--- src/shared/acp_defs.svh ---
`ifndef ACP_DEFS_SVH
`define ACP_DEFS_SVH

// register byte addresses on the 16-bit register port
`define ACP_ADDR_CHANNEL 16'hFF0E
`define ACP_ADDR_DIRECTION 16'hFF22
`define ACP_ADDR_PIN_CONFIG 16'hFF97
`define ACP_ADDR_RESULT 16'hFF1F
`define ACP_ADDR_STATUS 16'hFF98
`define ACP_ADDR_PIN_LEVEL 16'hFF02

// reset values
`define ACP_RESULT_RESET 8'h00
`define ACP_CHANNEL_RESET 3'h0
`define ACP_PIN_CONFIG_RESET 8'h00
`define ACP_DIRECTION_RESET 8'hFF
`define ACP_STATUS_RESET 2'h0

// field positions and limits
`define ACP_CHAN_MSB 2
`define ACP_CHAN_LSB 0
`define ACP_CHAN_MAX 3'h4
`define ACP_NUM_ANALOG 5
`define ACP_AMP_OUT_PIN 1
`define ACP_AMP_IN_PIN_A 0
`define ACP_AMP_IN_PIN_B 2
`define ACP_STAT_CLK_STOP 0
`define ACP_STAT_CFG_BAD 1

// bus wait cycles inserted per slow access
`define ACP_WAIT_CYCLES 1

`endif

--- src/design/acp_top_dummy_check.sv ---
`timescale 1ns/1ps

--- src/shared/acp_pkg.sv ---
package acp_pkg;

    // one register port request, all fields valid in the same cycle
    typedef struct packed {
        logic [15:0] addr;
        logic [7:0] wdata;
        logic wr;
        logic rd;
    } acp_bus_req_type;

    // signals from the conversion sequencer
    typedef struct packed {
        logic done;
        logic busy;
        logic [7:0] sar;
    } acp_conv_in_type;

    // wait generator states, one-hot
    typedef enum logic [1:0] {
        ACP_WG_IDLE = 2'b01,
        ACP_WG_WAIT = 2'b10
    } acp_wait_state_type;

    // wait generator state
    typedef struct packed {
        acp_wait_state_type state;
        logic wait_flag;
        logic stop_err;
    } acp_wait_reg_type;

    // main block state
    typedef struct packed {
        logic [7:0] result;
        logic [2:0] chan;
        logic [7:0] pin_cfg;
        logic [7:0] dir;
        logic [7:0] oe;
        logic [7:0] rdata;
        logic restart;
        logic [1:0] status;
        logic [4:0] conv_sel;
        logic amp_drive;
        logic [7:0] sync1;
        logic [7:0] sync2;
        logic [7:0] sync3;
        logic [7:0] pin_lvl;
    } acp_state_type;

endpackage

--- src/design/acp_top.sv ---
`timescale 1ns/1ps
`include "acp_defs.svh"

// Function
// - result register is read-only, resets to zero
// - result reads cost one bus wait cycle
// - three-bit code picks inputs zero to four
// - selector writes cost one bus wait cycle
// - pin config bit: zero analog, one digital
// - pin config resets to all analog
// - pin config writes cost one wait cycle
// - direction bit zero drives, one inputs; resets ones
// - amplifier output drives input one when enabled and that pin is an analog input
// - unselected analog pin stays unconverted analog input
// - conversion end loads result register
// - selector write during conversion restarts it
module acp_top (
    input wire logic clk,
    input wire logic reset_n,
    input wire acp_pkg::acp_bus_req_type bus_req,
    output logic [7:0] bus_rdata,
    output logic bus_wait,
    input wire logic periph_clk_run,
    input wire logic amplifier_enable,
    input wire acp_pkg::acp_conv_in_type conv_in,
    output logic [2:0] channel_code,
    output logic conv_restart,
    output logic [7:0] pin_digital,
    output logic [7:0] pin_out_en,
    output logic [4:0] convert_select,
    output logic amp_drive_pin1,
    output logic [1:0] status_flags,
    input wire logic [7:0] port2_pin_in
);
    import acp_pkg::*;

    acp_state_type state_q; // registered state
    acp_state_type state_d; // next state

    logic wr_chan; // write to channel selector
    logic wr_dir; // write to direction register
    logic wr_cfg; // write to pin configuration
    logic wr_stat; // write-one-to-clear of status
    logic rd_result; // read of result register
    logic slow_access; // access that costs a wait cycle
    logic wait_flag; // wait generator output
    logic stop_err; // access while peripheral clock stopped
    logic [4:0] mux_sel; // decoded conversion pin
    logic mux_amp; // decoded amplifier drive
    logic mux_bad; // decoded prohibited setting
    logic [7:0] lvl_change; // synchroniser stages disagree
    logic [2:0] chan_next; // channel selector after this cycle's write
    logic [7:0] cfg_next; // pin configuration after this cycle's write
    logic [7:0] dir_next; // direction after this cycle's write

    // address decode, strobes are never both high
    assign wr_chan = bus_req.wr && (bus_req.addr == `ACP_ADDR_CHANNEL);
    assign wr_dir = bus_req.wr && (bus_req.addr == `ACP_ADDR_DIRECTION);
    assign wr_cfg = bus_req.wr && (bus_req.addr == `ACP_ADDR_PIN_CONFIG);
    assign wr_stat = bus_req.wr && (bus_req.addr == `ACP_ADDR_STATUS);
    assign rd_result = bus_req.rd && (bus_req.addr == `ACP_ADDR_RESULT);

    // next register values built apart from the state copy, so the
    // decode below never reads the process that consumes its result
    assign chan_next = wr_chan ? bus_req.wdata[`ACP_CHAN_MSB:`ACP_CHAN_LSB]
        : state_q.chan;
    assign cfg_next = wr_cfg ? bus_req.wdata : state_q.pin_cfg;
    assign dir_next = wr_dir ? bus_req.wdata : state_q.dir;

    // result reads and selector or config writes are the slow ones
    assign slow_access = rd_result || wr_chan || wr_cfg;

    // wait cycle flag and stopped-clock detection
    acp_wait_gen u_wait (
        .clk(clk),
        .reset_n(reset_n),
        .slow_access(slow_access),
        .periph_clk_run(periph_clk_run),
        .bus_wait(wait_flag),
        .stop_err(stop_err)
    );

    // pin function decode from the next register values, so the
    // registered outputs line up with the registers themselves
    acp_pin_mux #(
        .NUM_ANALOG(`ACP_NUM_ANALOG)
    ) u_mux (
        .pin_cfg(cfg_next),
        .dir(dir_next),
        .chan(chan_next),
        .amp_en(amplifier_enable),
        .conv_sel(mux_sel),
        .amp_drive(mux_amp),
        .cfg_bad(mux_bad)
    );

    // stages two and three disagree: hold the filtered level
    assign lvl_change = state_q.sync2 ^ state_q.sync3;

    // next-state logic
    always_comb
    begin
        state_d = state_q;

        // conversion end loads the approximation result
        if (conv_in.done)
        begin
            state_d.result = conv_in.sar;
        end

        // channel selector keeps only the code field
        if (wr_chan)
        begin
            state_d.chan = bus_req.wdata[`ACP_CHAN_MSB:`ACP_CHAN_LSB];
        end
        // restart pulse only while a conversion runs
        state_d.restart = wr_chan && conv_in.busy;

        // pin configuration, every bit writable
        if (wr_cfg)
        begin
            state_d.pin_cfg = bus_req.wdata;
        end

        // port direction
        if (wr_dir)
        begin
            state_d.dir = bus_req.wdata;
        end
        // output buffer on where the direction bit is zero
        state_d.oe = ~state_d.dir;

        // registered pin function
        state_d.conv_sel = mux_sel;
        state_d.amp_drive = mux_amp;

        // sticky status: clear by writing one, a new event wins the clear
        if (wr_stat)
        begin
            state_d.status = state_q.status & ~bus_req.wdata[1:0];
        end
        if (stop_err)
        begin
            state_d.status[`ACP_STAT_CLK_STOP] = 1'b1;
        end
        if (mux_bad && conv_in.busy)
        begin
            state_d.status[`ACP_STAT_CFG_BAD] = 1'b1;
        end

        // pin synchroniser; stage one is only read by stage two
        state_d.sync1 = port2_pin_in;
        state_d.sync2 = state_q.sync1;
        state_d.sync3 = state_q.sync2;
        state_d.pin_lvl = (~lvl_change & state_q.sync3) | (lvl_change & state_q.pin_lvl);

        // read data stand for one cycle only, zero otherwise
        state_d.rdata = 8'h00;
        if (bus_req.rd)
        begin
            unique case (bus_req.addr)
                `ACP_ADDR_RESULT:
                begin
                    state_d.rdata = state_q.result;
                end
                `ACP_ADDR_CHANNEL:
                begin
                    // upper bits read as zero
                    state_d.rdata = {5'h00, state_q.chan};
                end
                `ACP_ADDR_PIN_CONFIG:
                begin
                    state_d.rdata = state_q.pin_cfg;
                end
                `ACP_ADDR_DIRECTION:
                begin
                    state_d.rdata = state_q.dir;
                end
                `ACP_ADDR_STATUS:
                begin
                    state_d.rdata = {6'h00, state_q.status};
                end
                `ACP_ADDR_PIN_LEVEL:
                begin
                    state_d.rdata = state_q.pin_lvl;
                end
                default:
                begin
                    // unmapped addresses read zero
                    state_d.rdata = 8'h00;
                end
            endcase
        end
    end

    // state register with fixed reset values
    always_ff @(posedge clk or negedge reset_n)
    begin
        if (!reset_n)
        begin
            state_q <= '0;
            state_q.result <= `ACP_RESULT_RESET;
            state_q.chan <= `ACP_CHANNEL_RESET;
            state_q.pin_cfg <= `ACP_PIN_CONFIG_RESET;
            state_q.dir <= `ACP_DIRECTION_RESET;
            state_q.oe <= 8'h00;
            state_q.status <= `ACP_STATUS_RESET;
        end
        else
        begin
            state_q <= state_d;
        end
    end

    // outputs straight from flip-flops
    assign bus_rdata = state_q.rdata;
    assign bus_wait = wait_flag;
    assign channel_code = state_q.chan;
    assign conv_restart = state_q.restart;
    assign pin_digital = state_q.pin_cfg;
    assign pin_out_en = state_q.oe;
    assign convert_select = state_q.conv_sel;
    assign amp_drive_pin1 = state_q.amp_drive;
    assign status_flags = state_q.status;

    // result follows the approximation value one cycle after done
    result_load_a: assert property (@(posedge clk) disable iff (!reset_n)
        conv_in.done |=> (state_q.result == $past(conv_in.sar)))
        else $error("result not loaded at conversion end");

    // writes cannot change the result register
    result_ro_a: assert property (@(posedge clk) disable iff (!reset_n)
        (bus_req.wr && (bus_req.addr == `ACP_ADDR_RESULT) && !conv_in.done)
        |=> $stable(state_q.result))
        else $error("result register changed by a write");

    // result read returns the stored value in the next cycle only
    result_read_a: assert property (@(posedge clk) disable iff (!reset_n)
        (rd_result && !conv_in.done) |=> (bus_rdata == state_q.result)
        ##1 ((bus_rdata == 8'h00) || $past(bus_req.rd)))
        else $error("result read data wrong");

    // channel code takes the low three bits of the write
    chan_write_a: assert property (@(posedge clk) disable iff (!reset_n)
        wr_chan |=> (channel_code == $past(bus_req.wdata[2:0])))
        else $error("channel code not updated");

    // restart is a single pulse after a write during conversion
    restart_pulse_a: assert property (@(posedge clk) disable iff (!reset_n)
        (wr_chan && conv_in.busy) ##1 !wr_chan |-> conv_restart ##1 !conv_restart)
        else $error("conversion restart pulse wrong");

    // no restart without a selector write
    restart_cause_a: assert property (@(posedge clk) disable iff (!reset_n)
        !wr_chan |=> !conv_restart)
        else $error("spurious conversion restart");

    // output enable is the inverse of the written direction
    dir_drive_a: assert property (@(posedge clk) disable iff (!reset_n)
        wr_dir |=> (pin_out_en == ~$past(bus_req.wdata)))
        else $error("output enable does not follow direction");

    // after reset all pins are analog inputs with buffers off
    reset_state_a: assert property (@(posedge clk)
        $rose(reset_n) |-> (pin_digital == 8'h00) && (pin_out_en == 8'h00)
        && (bus_rdata == 8'h00) && (channel_code == 3'h0))
        else $error("wrong state after reset");

    // amplifier drive tracks analog input one and the enable
    amp_drive_a: assert property (@(posedge clk) disable iff (!reset_n)
        ##1 (amp_drive_pin1 == (!pin_digital[1] && !pin_out_en[1]
        && $past(amplifier_enable)))) 
        else $error("amplifier drive mismatch");

    // a converted pin is the chosen analog input pin
    conv_pick_a: assert property (@(posedge clk) disable iff (!reset_n)
        (convert_select != 5'h00) |-> $onehot(convert_select)
        && (convert_select[channel_code] == 1'b1) && !pin_digital[channel_code])
        else $error("conversion select inconsistent");

    // stopped-clock error is sticky until cleared
    stat_sticky_a: assert property (@(posedge clk) disable iff (!reset_n)
        stop_err |=> status_flags[`ACP_STAT_CLK_STOP])
        else $error("clock stop flag not set");
endmodule

--- src/design/acp_wait_gen.sv ---
`timescale 1ns/1ps
`include "acp_defs.svh"

// flags one bus wait cycle per slow access and catches slow accesses with the
// peripheral clock stopped; the master is never held, the flag is advisory
module acp_wait_gen (
    input wire logic clk,
    input wire logic reset_n,
    input wire logic slow_access,
    input wire logic periph_clk_run,
    output logic bus_wait,
    output logic stop_err
);
    import acp_pkg::*;

    acp_wait_reg_type st_q; // registered state
    acp_wait_reg_type st_d; // next state

    // next-state logic
    always_comb
    begin
        st_d = st_q;
        st_d.wait_flag = 1'b0;
        st_d.stop_err = 1'b0;
        unique case (st_q.state)
            ACP_WG_IDLE:
            begin
                // one wait cycle per access
                if (slow_access)
                begin
                    st_d.state = ACP_WG_WAIT;
                    st_d.wait_flag = 1'b1;
                    st_d.stop_err = !periph_clk_run;
                end
            end
            ACP_WG_WAIT:
            begin
                // back-to-back access keeps the wait asserted
                st_d.state = slow_access ? ACP_WG_WAIT : ACP_WG_IDLE;
                st_d.wait_flag = slow_access;
                st_d.stop_err = slow_access && !periph_clk_run;
            end
            default:
            begin
                st_d.state = ACP_WG_IDLE;
            end
        endcase
    end

    // state register
    always_ff @(posedge clk or negedge reset_n)
    begin
        if (!reset_n)
        begin
            st_q <= '0;
            st_q.state <= ACP_WG_IDLE;
        end
        else
        begin
            st_q <= st_d;
        end
    end

    assign bus_wait = st_q.wait_flag;
    assign stop_err = st_q.stop_err;

    // each slow access flags exactly its wait cycle
    wait_pulse_a: assert property (@(posedge clk) disable iff (!reset_n)
        slow_access |=> bus_wait)
        else $error("no wait cycle after slow access");

    // a stopped clock during access is reported
    clock_stop_a: assert property (@(posedge clk) disable iff (!reset_n)
        (slow_access && !periph_clk_run) |=> stop_err)
        else $error("stopped clock access not reported");
endmodule

--- src/design/acp_pin_mux.sv ---
`timescale 1ns/1ps
`include "acp_defs.svh"

// decodes per-pin function from the configuration, direction, channel code
// and amplifier enable; purely combinational, the top registers the result
module acp_pin_mux #(
    parameter int NUM_ANALOG = `ACP_NUM_ANALOG
) (
    input wire logic [7:0] pin_cfg,
    input wire logic [7:0] dir,
    input wire logic [2:0] chan,
    input wire logic amp_en,
    output logic [NUM_ANALOG-1:0] conv_sel,
    output logic amp_drive,
    output logic cfg_bad
);
    import acp_pkg::*;

    logic [NUM_ANALOG-1:0] analog_in; // pin is analog and in input mode
    logic [NUM_ANALOG-1:0] picked; // channel code names this pin
    logic amp_clash; // amplifier input pin chosen for conversion
    logic chan_illegal; // code above the last input

    // per-input decode
    genvar gi;
    generate
        for (gi = 0; gi < NUM_ANALOG; gi++)
        begin : g_pin
            assign analog_in[gi] = !pin_cfg[gi] && dir[gi];
            assign picked[gi] = (chan == 3'(gi));
            // only the picked analog input is converted, others stay analog
            assign conv_sel[gi] = picked[gi] && analog_in[gi];
        end
    endgenerate

    // amplifier output takes over input one when it is analog input
    assign amp_drive = analog_in[`ACP_AMP_OUT_PIN] && amp_en;

    assign chan_illegal = (chan > `ACP_CHAN_MAX);
    assign amp_clash = amp_en && (picked[`ACP_AMP_IN_PIN_A] || picked[`ACP_AMP_IN_PIN_B]);
    // prohibited combinations, reported but not blocked
    assign cfg_bad = chan_illegal || amp_clash || ((picked & ~analog_in) != '0);
endmodule

--- config.mk ---
export PLATFORM = sky130hd
export DESIGN_NAME = acp_top
export DESIGN_NICKNAME = d
export VERILOG_FILES = /design/src/design/acp_top_dummy_check.sv /design/src/shared/acp_pkg.sv /design/src/design/acp_top.sv /design/src/design/acp_wait_gen.sv /design/src/design/acp_pin_mux.sv
export VERILOG_INCLUDE_DIRS = /design/src /design/src/shared
export SDC_FILE = /design/constraint.sdc
export NUM_CORES = 1
export LEC_CHECK = 0
export CORE_MARGIN = 2
export CORE_UTILIZATION = 55
export DETAILED_ROUTE_END_ITERATION = 10
export DONT_BUFFER_PORTS = 1
export MAX_ROUTING_LAYER = met4
export PLACE_DENSITY_LB_ADDON = 0.15
export REMOVE_ABC_BUFFERS = 1
export SLEW_MARGIN = 10
export SYNTH_ARGS = -nofsm -noshare
export SYNTH_HDL_FRONTEND = slang
export SYNTH_SLANG_ARGS = --single-unit
export TNS_END_PERCENT = 50
--- constraint.sdc ---
create_clock -name clk -period 1.3 [get_ports clk]
set_input_delay 0.26 -clock clk [delete_from_list [all_inputs] [get_ports clk]]
set_output_delay 0.26 -clock clk [all_outputs]
set_load 0.05 [all_outputs]
==> results.txt, run 1 <==
Clock Tree Buf Depth: 2
1st-iter DRT viols: 178
Synth top area share: 52.6%
Failing checks: negative hold slack, negative setup slack
Final ANT Viol Nets: 0
Die Width: 86.7 um
H-tree levels: 3
Avg WL per Cell: 19.1 um
Final HPWL DP: 5.27 mm
Fin. Hold Viols: 88
Remaining Overflow, GRT: 0
RSZ-0062 raised after global routing: true
Final Max Tran Viols: 0
Vias in the first global route: 2,457
Hold crit path type: in2async
Place WS: -0.908 ns
Ratio of final minimum period to clock period: 132%
Maxcap violations: 0
Clk Latency, worst-skew pair: 0.36 ns
Clock sinks: 88
# diodes: 0
Post-synthesis cell count: 293
Port Buffers: 0
Vias: 2,386
Cell chain of the critical path: and4_4 > nand3_4 > or3_4 > mux2_4 > nand2b_4 > a222oi_1 > o221ai_1
Synth warnings: 0
Netlist cell types: 53
Critical Path RT: 1.54 ns
Die ar.: 7510 um^2
I/O pin count: 85
WP buf/inv: 0
Peak Freq: 585 MHz
Global-route wire length before repair: 12.3 mm
CTS Buf Count: 9
Fillers: 478
Worst EP arrival: 1.95 ns
Final net count: 383
Clock transition at the registers of the reported paths: 0.09 ns
DP Cell Count: 383
Post-route DRC: 0
Post-route insts no fill: 418
Drt first pass iters: 4
Final Critical Period: 1.71 ns
Main synth FF type: dfrtp_1
Commonest cells after routing, fill and taps aside: dfrtp_1, buf_4, mux2_2
Initial antenna violation count: 0
Syn-to-layout area delta: 22.6%
Crit Path Category: in2reg
Setup TNS: -2.34 ns
Initial Util: 56.0%
Sequential share of the synthesized area: 58.9%
CP startpoint kind: input pin
FP Rows: 30
Worst hold slack: -0.418 ns
DRT Wirelength: 7.97 mm
CP top delay family: simple AND/OR/NAND/NOR gates
Most common cell after layout, fill and taps aside: dfrtp_1
Delay of the slowest critical-path stage: 0.45 ns
CP endpoint kind: flip-flop
Total power draw: 5.17 mW
Largest net degree at the start of global routing: 89
Worst vdd ir: 0.000824 V
Slew of the pin with the lowest slew margin: 0.505 ns
Area contributors post-synth: dfrtp_1, mux2_2, buf_4
PnR worst setup slack: -0.410 ns
Synth Cell Area: 3760 um^2
Die Height: 86.7 um
Power per cell area: 1120 nW/um^2
Layout cell share with drive strength beyond 1: 46.4%
Asr flop ratio synth: 100%
Status: finished with violations
Slew Limit Headroom: 66.3%
Crit-path max FO: 6
Root buffer cell: clkbuf_8
Via density: 5.71
GP Congestion: 0.832
Core ar.: 6720 um^2
Final Skew: 0.0127 ns
Syn Area/Cell: 12.8 um^2
Reg2reg setup slack: -0.12 ns
GR Util All Layers: 22.8%
CTS tree: built
Yosys top cell by area: dfrtp_1
FF+latch count, synth: 88
Hold_buf cts: 12
Slowest stage cell, crit path: or3_4
P_leak: 2.13 nW
EDFF count, synth: 0
Setup violators final: 22
## worst reg2reg max path, cell delays in order, from the launching register on
cell and delay [ns]:
dfrtp_1 0.40, buf_6 0.12, nand3b_1 0.19, a21oi_1 0.11, a222oi_1 0.33, o221ai_1 0.14
## report_power, final
| part | internal [mW] | total, mW | leakage (nW) | switching [mW] |
|---|---|---|---|---|
| combinational | 0.116 | 0.166 | 0.964 | 0.0499 |
| clock | 1.11 | 2.13 | 0.112 | 1.02 |
| sequential | 2.83 | 2.88 | 1.05 | 0.0507 |
## Yosys cell counts, drive strengths merged, types with 5 or more instances
| master | n |
|---|---|
| nor2 | 17 |
| buf | 39 |
| inv | 14 |
| a21oi | 8 |
| nand3 | 5 |
| a222oi | 8 |
| dfrtp | 79 |
| dfstp | 9 |
| nor3 | 5 |
| maj3 | 8 |
| nand2 | 22 |
| mux2 | 27 |
## logic make-up (layout without fill, tap and decap cells)
group,Yosys count,count (layout),synth area share (%)
AO/OA/AOI/OAI,35,35,7.35
adder cells (fa/ha/maj),10,10,2.80
multiplexers,31,31,9.35
flip-flops,88,88,58.9
buffers and inverters,54,99,9.42
AND/OR/NAND/NOR,75,75,12.2
## cell type report
type	count	area (um^2)	share of cell area, %
Multi-Input combinational cell	151	1400	30.4
Clock buffer	9	124	2.69
Clock inverter	7	101	2.20
Sequential cell	88	2220	48.1
Inverter	14	52.6	1.14
Tap cell	80	100	2.17
Timing Repair Buffer	69	614	13.3
## final timing paths
| check | to | cells past startpoint | from |
|---|---|---|---|
| max | status_flags[1]$_DFFE_PN0P_ | 7 | bus_req[19] |
| min reg2reg | state_d[9]$_DFF_PN0_ | 0 | state_d[17]$_DFF_PN0_ |
| max in group asynchronous | state_q[63]$_DFF_PN1_ | 0 | reset_n |
| min in group clk | pin_digital[6]$_DFFE_PN0N_ | 2 | bus_req[8] |
| max reg2reg | status_flags[1]$_DFFE_PN0P_ | 5 | channel_code[2]$_DFF_PN0_ |
| min | state_d[9]$_DFF_PN0_ | 0 | reset_n |
## per-layer routing
metal  routed length (um)  track usage [%]  up-vias
met5                    0                -        -
li1                     -                -     1075
met4                  123             7.81        0
met2                 3860             34.6      101
met1                 3310             27.9     1199
met3                  678             8.95       11
## state kept, by name (all words and copies together) (netlist names), named ones only
| signal | count |
|---|---|
| status_flags | 2 |
| amp_drive_pin1 | 1 |
| state_d | 16 |
| pin_out_en | 8 |
| pin_digital | 8 |
| u_wait.stop_err | 1 |
| state_q | 24 |
| bus_rdata | 8 |
| conv_restart | 1 |
| u_wait.st_q | 2 |
| convert_select | 5 |
| u_wait.bus_wait | 1 |
| channel_code | 3 |
## through the flow
step | util, % | instance area, um^2 | hold slack, ns
5_1_grt | 68.6 | 4610 | -0.444
6_report | 68.6 | 4610 | -0.418
4_1_cts | 67.2 | 4520 | -0.430
3_5_place_dp | 58.7 | 3950 | -0.0332
2_1_floorplan | - | 3460 | -0.0356
3_3_place_gp | 58.7 | 3950 | -0.0335
## timing repair
action | 4_1_cts | 5_1_grt
setup buffers | 8 | 4
pin swaps | 20 | 16
endpoints found under the setup margin | 38 | 36
resized for setup | 39 | 28
hold endpoints to repair | 100 | 88
Note: power is estimated with default switching activity, not from simulation.
==> run 2, diff against run 1 <==
--- a/config.mk
+++ b/config.mk
@@ -12,7 +12,6 @@
 export DONT_BUFFER_PORTS = 1
 export MAX_ROUTING_LAYER = met4
 export PLACE_DENSITY_LB_ADDON = 0.15
-export REMOVE_ABC_BUFFERS = 1
 export SLEW_MARGIN = 10
 export SYNTH_ARGS = -nofsm -noshare
 export SYNTH_HDL_FRONTEND = slang
==> run 2 against run 1 <==
Against the previous run:
- the flow still finishes with violations (negative hold slack, negative setup slack)
- global-route usage is 0.77 points higher
- sequential cell count is the same
- clock-buffer cell count unchanged
- critical path depth stayed put
- cell area is 1.5% higher
- critical path type unchanged
- largest cell class unchanged
==> results.txt, run 2 (synthesis gave the netlist of run 1 again) <==
Power per cell area: 1060 nW/um^2 (-5.3%)
Clk Latency, worst-skew pair: 0.36 ns (about the same)
Post-synth net total: 343
Ratio of final minimum period to clock period: 137% (+5.7 points)
RSZ-0062 raised after global routing: true
Critical Path RT: 1.53 ns (about the same)
Delay of the slowest critical-path stage: 0.45 ns (about the same)
Hold_buf cts: 13 (+1)
Sw Share: 22.4% (+0.68 points)
Commonest cells after routing, fill and taps aside: dfrtp_1, buf_4, buf_6
Clock Tree Buf Depth: 2 (unchanged)
Worst hold slack: -0.408 ns (+0.00988 ns)
FP Rows: 30 (unchanged)
Cell chain of the critical path: and4_4 > nand3_4 > or3_4 > mux2_4 > nand2b_4 > a222oi_1 > o221ai_1
Place WS: -0.943 ns (-0.0342 ns)
Final Critical Period: 1.78 ns (+0.0747 ns)
Die Width: 86.7 um (unchanged)
Global-route wire length before repair: 12.7 mm (+3.5%)
Reg with most FFs: state_q
Worst EP arrival: 2.01 ns (+0.06 ns)
Crit Path Category: in2reg
CTS Buf Count: 9 (unchanged)
Sequential Power Share: 57.8% (+2.2 points)
P_leak: 2.10 nW (-1.6%)
Largest net degree at the start of global routing: 89 (unchanged)
Final Max Tran Viols: 0 (unchanged)
Reg-to-reg critical path startpoint: channel_code[2]$_DFF_PN0_
WP buf/inv: 0 (unchanged)
CTS tree: built
Core ar.: 6720 um^2 (unchanged)
Final HPWL DP: 5.49 mm (+4.2%)
Slew Limit Headroom: 68.3% (+2.0 points)
Clock transition at the registers of the reported paths: 0.09 ns (about the same)
DRT Wirelength: 8.27 mm (+3.8%)
H-tree levels: 3 (unchanged)
GP Congestion: 0.850 (+2.1%)
Final net count: 389 (+1.6%)
Setup violators final: 33 (+50%)
Reg2reg path depth: 4 (-1)
Slew of the pin with the lowest slew margin: 0.476 ns (-0.0291 ns)
Die ar.: 7510 um^2 (unchanged)
Post-route DRC: 0 (unchanged)
Syn-to-layout area delta: 24.5%
1st-iter DRT viols: 183 (+2.8%)
Maxcap violations: 0 (unchanged)
Status: finished with violations
Net load switching power: 1.12 mW (-0.86%)
Crit-path max FO: 6 (unchanged)
Via density: 5.63 (-1.4%)
Layout cell share with drive strength beyond 1: 47.4% (+0.93 points)
Cell internal pwr: 3.86 mW (-4.7%)
GR Util All Layers: 23.5% (+0.77 points)
Initial antenna violation count: 0 (unchanged)
CP top delay family: simple AND/OR/NAND/NOR gates
Vias: 2,386 (unchanged)
CP startpoint kind: input pin
Reg2reg setup slack: -0.14 ns (-0.02 ns)
Peak Freq: 560 MHz (-4.2%)
Avg WL per Cell: 19.5 um (+2.3%)
Fin. Hold Viols: 88 (unchanged)
R2R Path End: status_flags[1]$_DFFE_PN0P_
Worst vdd ir: 0.000955 V (+16%)
Port Buffers: 0 (unchanged)
Initial Util: 56.0% (unchanged)
Hold crit path type: in2async
Total power draw: 4.97 mW (-3.9%)
# diodes: 0 (unchanged)
Die Height: 86.7 um (unchanged)
PnR worst setup slack: -0.485 ns (-0.0747 ns)
Root buffer cell: clkbuf_8
Max reg flops: 24 (unchanged)
CP endpoint kind: flip-flop
I/O pin count: 85 (unchanged)
Setup TNS: -3.94 ns (-1.60 ns)
Remaining Overflow, GRT: 0 (unchanged)
Clock share of power: 38.6% (-2.6 points)
Final Skew: 0.0106 ns (-0.00209 ns)
Drt first pass iters: 4 (unchanged)
Final ANT Viol Nets: 0 (unchanged)
Failing checks: negative hold slack, negative setup slack
Vias in the first global route: 2,526 (+2.8%)
Most common cell after layout, fill and taps aside: dfrtp_1
Logic pwr share: 3.5% (+0.3 points)
Clock sinks: 88 (unchanged)
Slowest stage cell, crit path: or3_4
-- run 2: cell types whose count changed in the layout (fill, tap and decap cells not counted), sizes merged --
| cell | change |
|---|---|
| bufinv | -1 |
| dlygate4sd3 | +1 |
| buf | +5 |
| clkinv | +2 |
| clkinvlp | -1 |
-- run 2: how the worst max path moves through the flow --
stage                                              to  cells past startpoint  slack (ns)         from
after floorplan           status_flags[1]$_DFFE_PN0P_                      9       -0.80  bus_req[15]
after global placement    status_flags[1]$_DFFE_PN0P_                      7       -0.88  bus_req[23]
after detailed placement  status_flags[1]$_DFFE_PN0P_                      7       -0.94  bus_req[23]
after CTS                 status_flags[1]$_DFFE_PN0P_                      7       -0.46  bus_req[24]
after global routing      status_flags[1]$_DFFE_PN0P_                      7       -0.49  bus_req[23]
final                     status_flags[1]$_DFFE_PN0P_                      7       -0.48  bus_req[23]
-- run 2: layer usage --
layer	routed length, um	GRT usage, %
met3	605	8.10
met1	3470	28.5
met4	115	8.81
met5	0	-
met2	4080	36.6
-- run 2: what timing repair did --
action / CTS / global route
buffers inserted: 13 / 9
setup endpoints to repair: 20 / 39
resized for setup: 39 / 27
hold endpoints to repair: 104 / 88
pin swaps: 20 / 23
-- run 2: worst reg2reg max path, stage by stage, from the launching register on --
cell,delay [ns]
dfrtp_2,0.45
mux2_4,0.29
o21bai_1,0.16
a222oi_1,0.26
o221ai_1,0.16
-- run 2: power by group through the flow --
stage	Combinational (mW)	Clock (mW)	Sequential, mW
4_1_cts	0.169	1.97	2.88
3_5_place_dp	0.131	0	2.93
2_1_floorplan	0.138	0	2.91
3_3_place_gp	0.127	0	2.93
6_report	0.176	1.92	2.88
5_1_grt	0.188	2.08	2.89
-- run 2: stage by stage --
stage / std cells / instance area [um^2] / util (%)
2_1_floorplan: 293 / 3870 / -
3_3_place_gp: 379 / 4000 / 59.6
3_5_place_dp: 379 / 4000 / 59.6
4_1_cts: 419 / 4560 / 67.8
5_1_grt: 424 / 4680 / 69.6
6_report: 424 / 4680 / 69.6
-- run 2: layout make-up --
type                    instances  area [um^2]
clock buffers                   9          124
multi-input cells             151         1410
fillers                       467         2040
repair buffers                 75          697
inverters                      14         52.6
flip-flops and latches         88         2220
clock inverters                 7         77.6
well taps                      80          100
==> run 3, diff against run 2 <==
--- a/config.mk
+++ b/config.mk
@@ -12,6 +12,7 @@
 export DONT_BUFFER_PORTS = 1
 export MAX_ROUTING_LAYER = met4
 export PLACE_DENSITY_LB_ADDON = 0.15
+export RECOVER_POWER = 25
 export SLEW_MARGIN = 10
 export SYNTH_ARGS = -nofsm -noshare
 export SYNTH_HDL_FRONTEND = slang
==> constraint.sdc (replaced) <==
create_clock -name clk -period 1.6 [get_ports clk]
set_input_delay 0.32 -clock clk [delete_from_list [all_inputs] [get_ports clk]]
set_output_delay 0.32 -clock clk [all_outputs]
set_load 0.05 [all_outputs]
==> run 3 against run 2 <==
Against the previous run:
- the run still ends with negative hold slack, negative setup slack left
- hold slack better by 0.047 ns
- via count decreased by 3.2%
- global-route usage decreased by 0.49 points
- first-iteration DRC count grew 31%
- sequential cell count did not move
- power decreased by 20%
- non-clock buffer count fell by 19
- largest cell class unchanged
==> results.txt, run 3 (synthesis gave the netlist of run 1 again) <==
Vias in the first global route: 2,385 (-5.6%)
Reg2reg path depth: 6 (+2)
H-tree levels: 3 (unchanged)
Die Width: 86.7 um (unchanged)
DRT Wirelength: 7.82 mm (-5.5%)
CP startpoint: bus_req[24]
Cell internal pwr: 2.99 mW (-22%)
Final Max Tran Viols: 0 (unchanged)
Final Critical Period: 1.78 ns
Slew Limit Headroom: 67.2% (-1.1 points)
R2R Path End: u_wait.st_q[3]$_DFFE_PN0P_
Vias: 2,310 (-3.2%)
Slew of the pin with the lowest slew margin: 0.493 ns (+0.0168 ns)
Drt first pass iters: 6 (+2)
CP endpoint kind: flip-flop
PnR worst setup slack: -0.176 ns (+0.309 ns)
Fillers: 503 (+7.7%)
Die ar.: 7510 um^2 (unchanged)
Hold_buf cts: 8 (-5)
1st-iter DRT viols: 239 (+31%)
Final HPWL DP: 5.50 mm (+0.22%)
Largest net degree at the start of global routing: 89 (unchanged)
Crit-path max FO: 6 (unchanged)
Final Skew: 0.0155 ns (+0.00490 ns)
Worst EP arrival: 2.02 ns (about the same)
Maxcap violations: 0 (unchanged)
Final net count: 370 (-4.9%)
Net load switching power: 0.968 mW (-13%)
Die Height: 86.7 um (unchanged)
Sequential Area: 2210 um^2 (-0.17%)
CTS Buf Count: 9 (unchanged)
Setup violators final: 1 (-97%)
Fin area: 4290 um^2 (-8.3%)
Reg2reg setup slack: 0.14 ns (+0.28 ns)
Placed instance area: 3970 um^2 (-0.91%)
Ratio of final minimum period to clock period: 111%
Avg WL per Cell: 19.3 um (-1.3%)
Sw Share: 24.4% (+2.0 points)
Logic pwr share: 3.1% (-0.4 points)
Most common cell after layout, fill and taps aside: dfrtp_1
Clock transition at the registers of the reported paths: 0.10 ns (about the same)
Crit Path Category: in2reg
Max reg flops: 24 (unchanged)
Core ar.: 6720 um^2 (unchanged)
GP Congestion: 0.812 (-4.4%)
P_leak: 2.01 nW (-4.0%)
Critical Path RT: 1.84 ns (+0.31 ns)
Post-route insts no fill: 406 (-4.2%)
Global-route wire length before repair: 12.3 mm (-3.8%)
Fin. Hold Viols: 88 (unchanged)
Initial antenna violation count: 1 (+1)
Layout cell share with drive strength beyond 1: 38.8% (-8.6 points)
Reg-to-reg critical path startpoint: u_wait.st_q[2]$_DFFE_PN1P_
I/O pin count: 85 (unchanged)
Failing checks: negative hold slack, negative setup slack
Initial Util: 56.0% (unchanged)
RSZ-0062 raised after global routing: true
FP Rows: 30 (unchanged)
Clock sinks: 88 (unchanged)
Status: finished with violations
DP Cell Count: 378 (-0.26%)
Worst vdd ir: 0.000707 V (-26%)
Syn-to-layout area delta: 14.2%
Remaining Overflow, GRT: 0 (unchanged)
Sequential Power Share: 59.0% (+1.2 points)
Power per cell area: 923 nW/um^2 (-13%)
Via density: 5.69 (+1.1%)
CP startpoint kind: input pin
Worst hold slack: -0.361 ns (+0.0470 ns)
Peak Freq: 563 MHz
Hold crit path type: in2async
Post-route DRC: 0 (unchanged)
Final ANT Viol Nets: 0 (unchanged)
Root buffer cell: clkbuf_8
Reg with most FFs: state_q
Commonest cells after routing, fill and taps aside: dfrtp_1, buf_4, mux2_2
Clock Tree Buf Depth: 2 (unchanged)
Clock share of power: 37.9% (-0.7 points)
CTS tree: built
GR Util All Layers: 23.1% (-0.49 points)
Multi-input gate area: 1290 um^2 (-8.6%)
Port Buffers: 0 (unchanged)
Post-synth net total: 343 (unchanged)
Clk Latency, worst-skew pair: 0.37 ns (about the same)
[run 3: changes by cell type in the layout (fill, tap and decap cells not counted), sizes merged]
cell and change:
inv +1, bufinv -1, dlygate4sd3 -5, diode +1, clkinv -1, buf -14, clkinvlp +1
[run 3: worst max-delay path, stage by stage]
cell	delay (ns)
and4_4	0.23
nand3_4	0.09
buf_4	0.14
or3_4	0.38
mux2_2	0.29
nand2b_4	0.06
a222oi_1	0.34
o221ai_1	0.15
[run 3: what timing repair did]
item | CTS | global route
resized for setup | 4 | 1
hold endpoints to repair | 96 | 88
pin swaps | 8 | 4
setup endpoints to repair | 5 | 4
buffers inserted | 3 | 0
[run 3: stage by stage]
step           utilization (%)  hold WS [ns]  setup WS [ns]  power, mW  setup TNS [ns]
6_report                  63.9        -0.361         -0.176       3.96          -0.176
2_1_floorplan                -        0.0244         -0.565       2.47           -3.39
3_5_place_dp              59.0        0.0260         -0.682       2.49           -7.41
4_1_cts                   63.8        -0.382         -0.202       3.99          -0.202
5_1_grt                   63.9        -0.387         -0.239       4.11          -0.280
3_3_place_gp              59.0        0.0264         -0.634       2.48           -7.13
[run 3: per-layer routing]
layer	routed length [um]	GRT usage, %
met5	0	-
met4	143	10.9
met3	631	8.38
met2	3770	34.0
met1	3270	28.3
[run 3: worst max-delay path by stage]
stage	end	slack (ns)	depth (start not counted)
floorplan	status_flags[1]$_DFFE_PN0P_	-0.56	9
global placement	status_flags[1]$_DFFE_PN0P_	-0.63	7
detailed placement	status_flags[1]$_DFFE_PN0P_	-0.68	8
CTS	status_flags[1]$_DFFE_PN0P_	-0.20	7
global route	status_flags[1]$_DFFE_PN0P_	-0.24	7
finish	status_flags[1]$_DFFE_PN0P_	-0.18	8
[run 3: layout make-up]
type / instances / area share (%)
sequential: 88 / 51.6
inverter: 14 / 1.22
timing repair buffer: 56 / 10.3
tap: 80 / 2.33
clock inverter: 7 / 1.63
multi-input combinational: 151 / 30.0
antenna: 1 / 0.0583
clock buffer: 9 / 2.89
[run 3: power groups by stage]
stage                     clock network (mW)  registers, mW  logic [mW]
after floorplan                            0           2.36       0.110
after global placement                     0           2.38       0.102
after detailed placement                   0           2.38       0.105
after CTS                               1.53           2.34       0.124
after global routing                    1.64           2.35       0.132
final                                   1.50           2.34       0.123
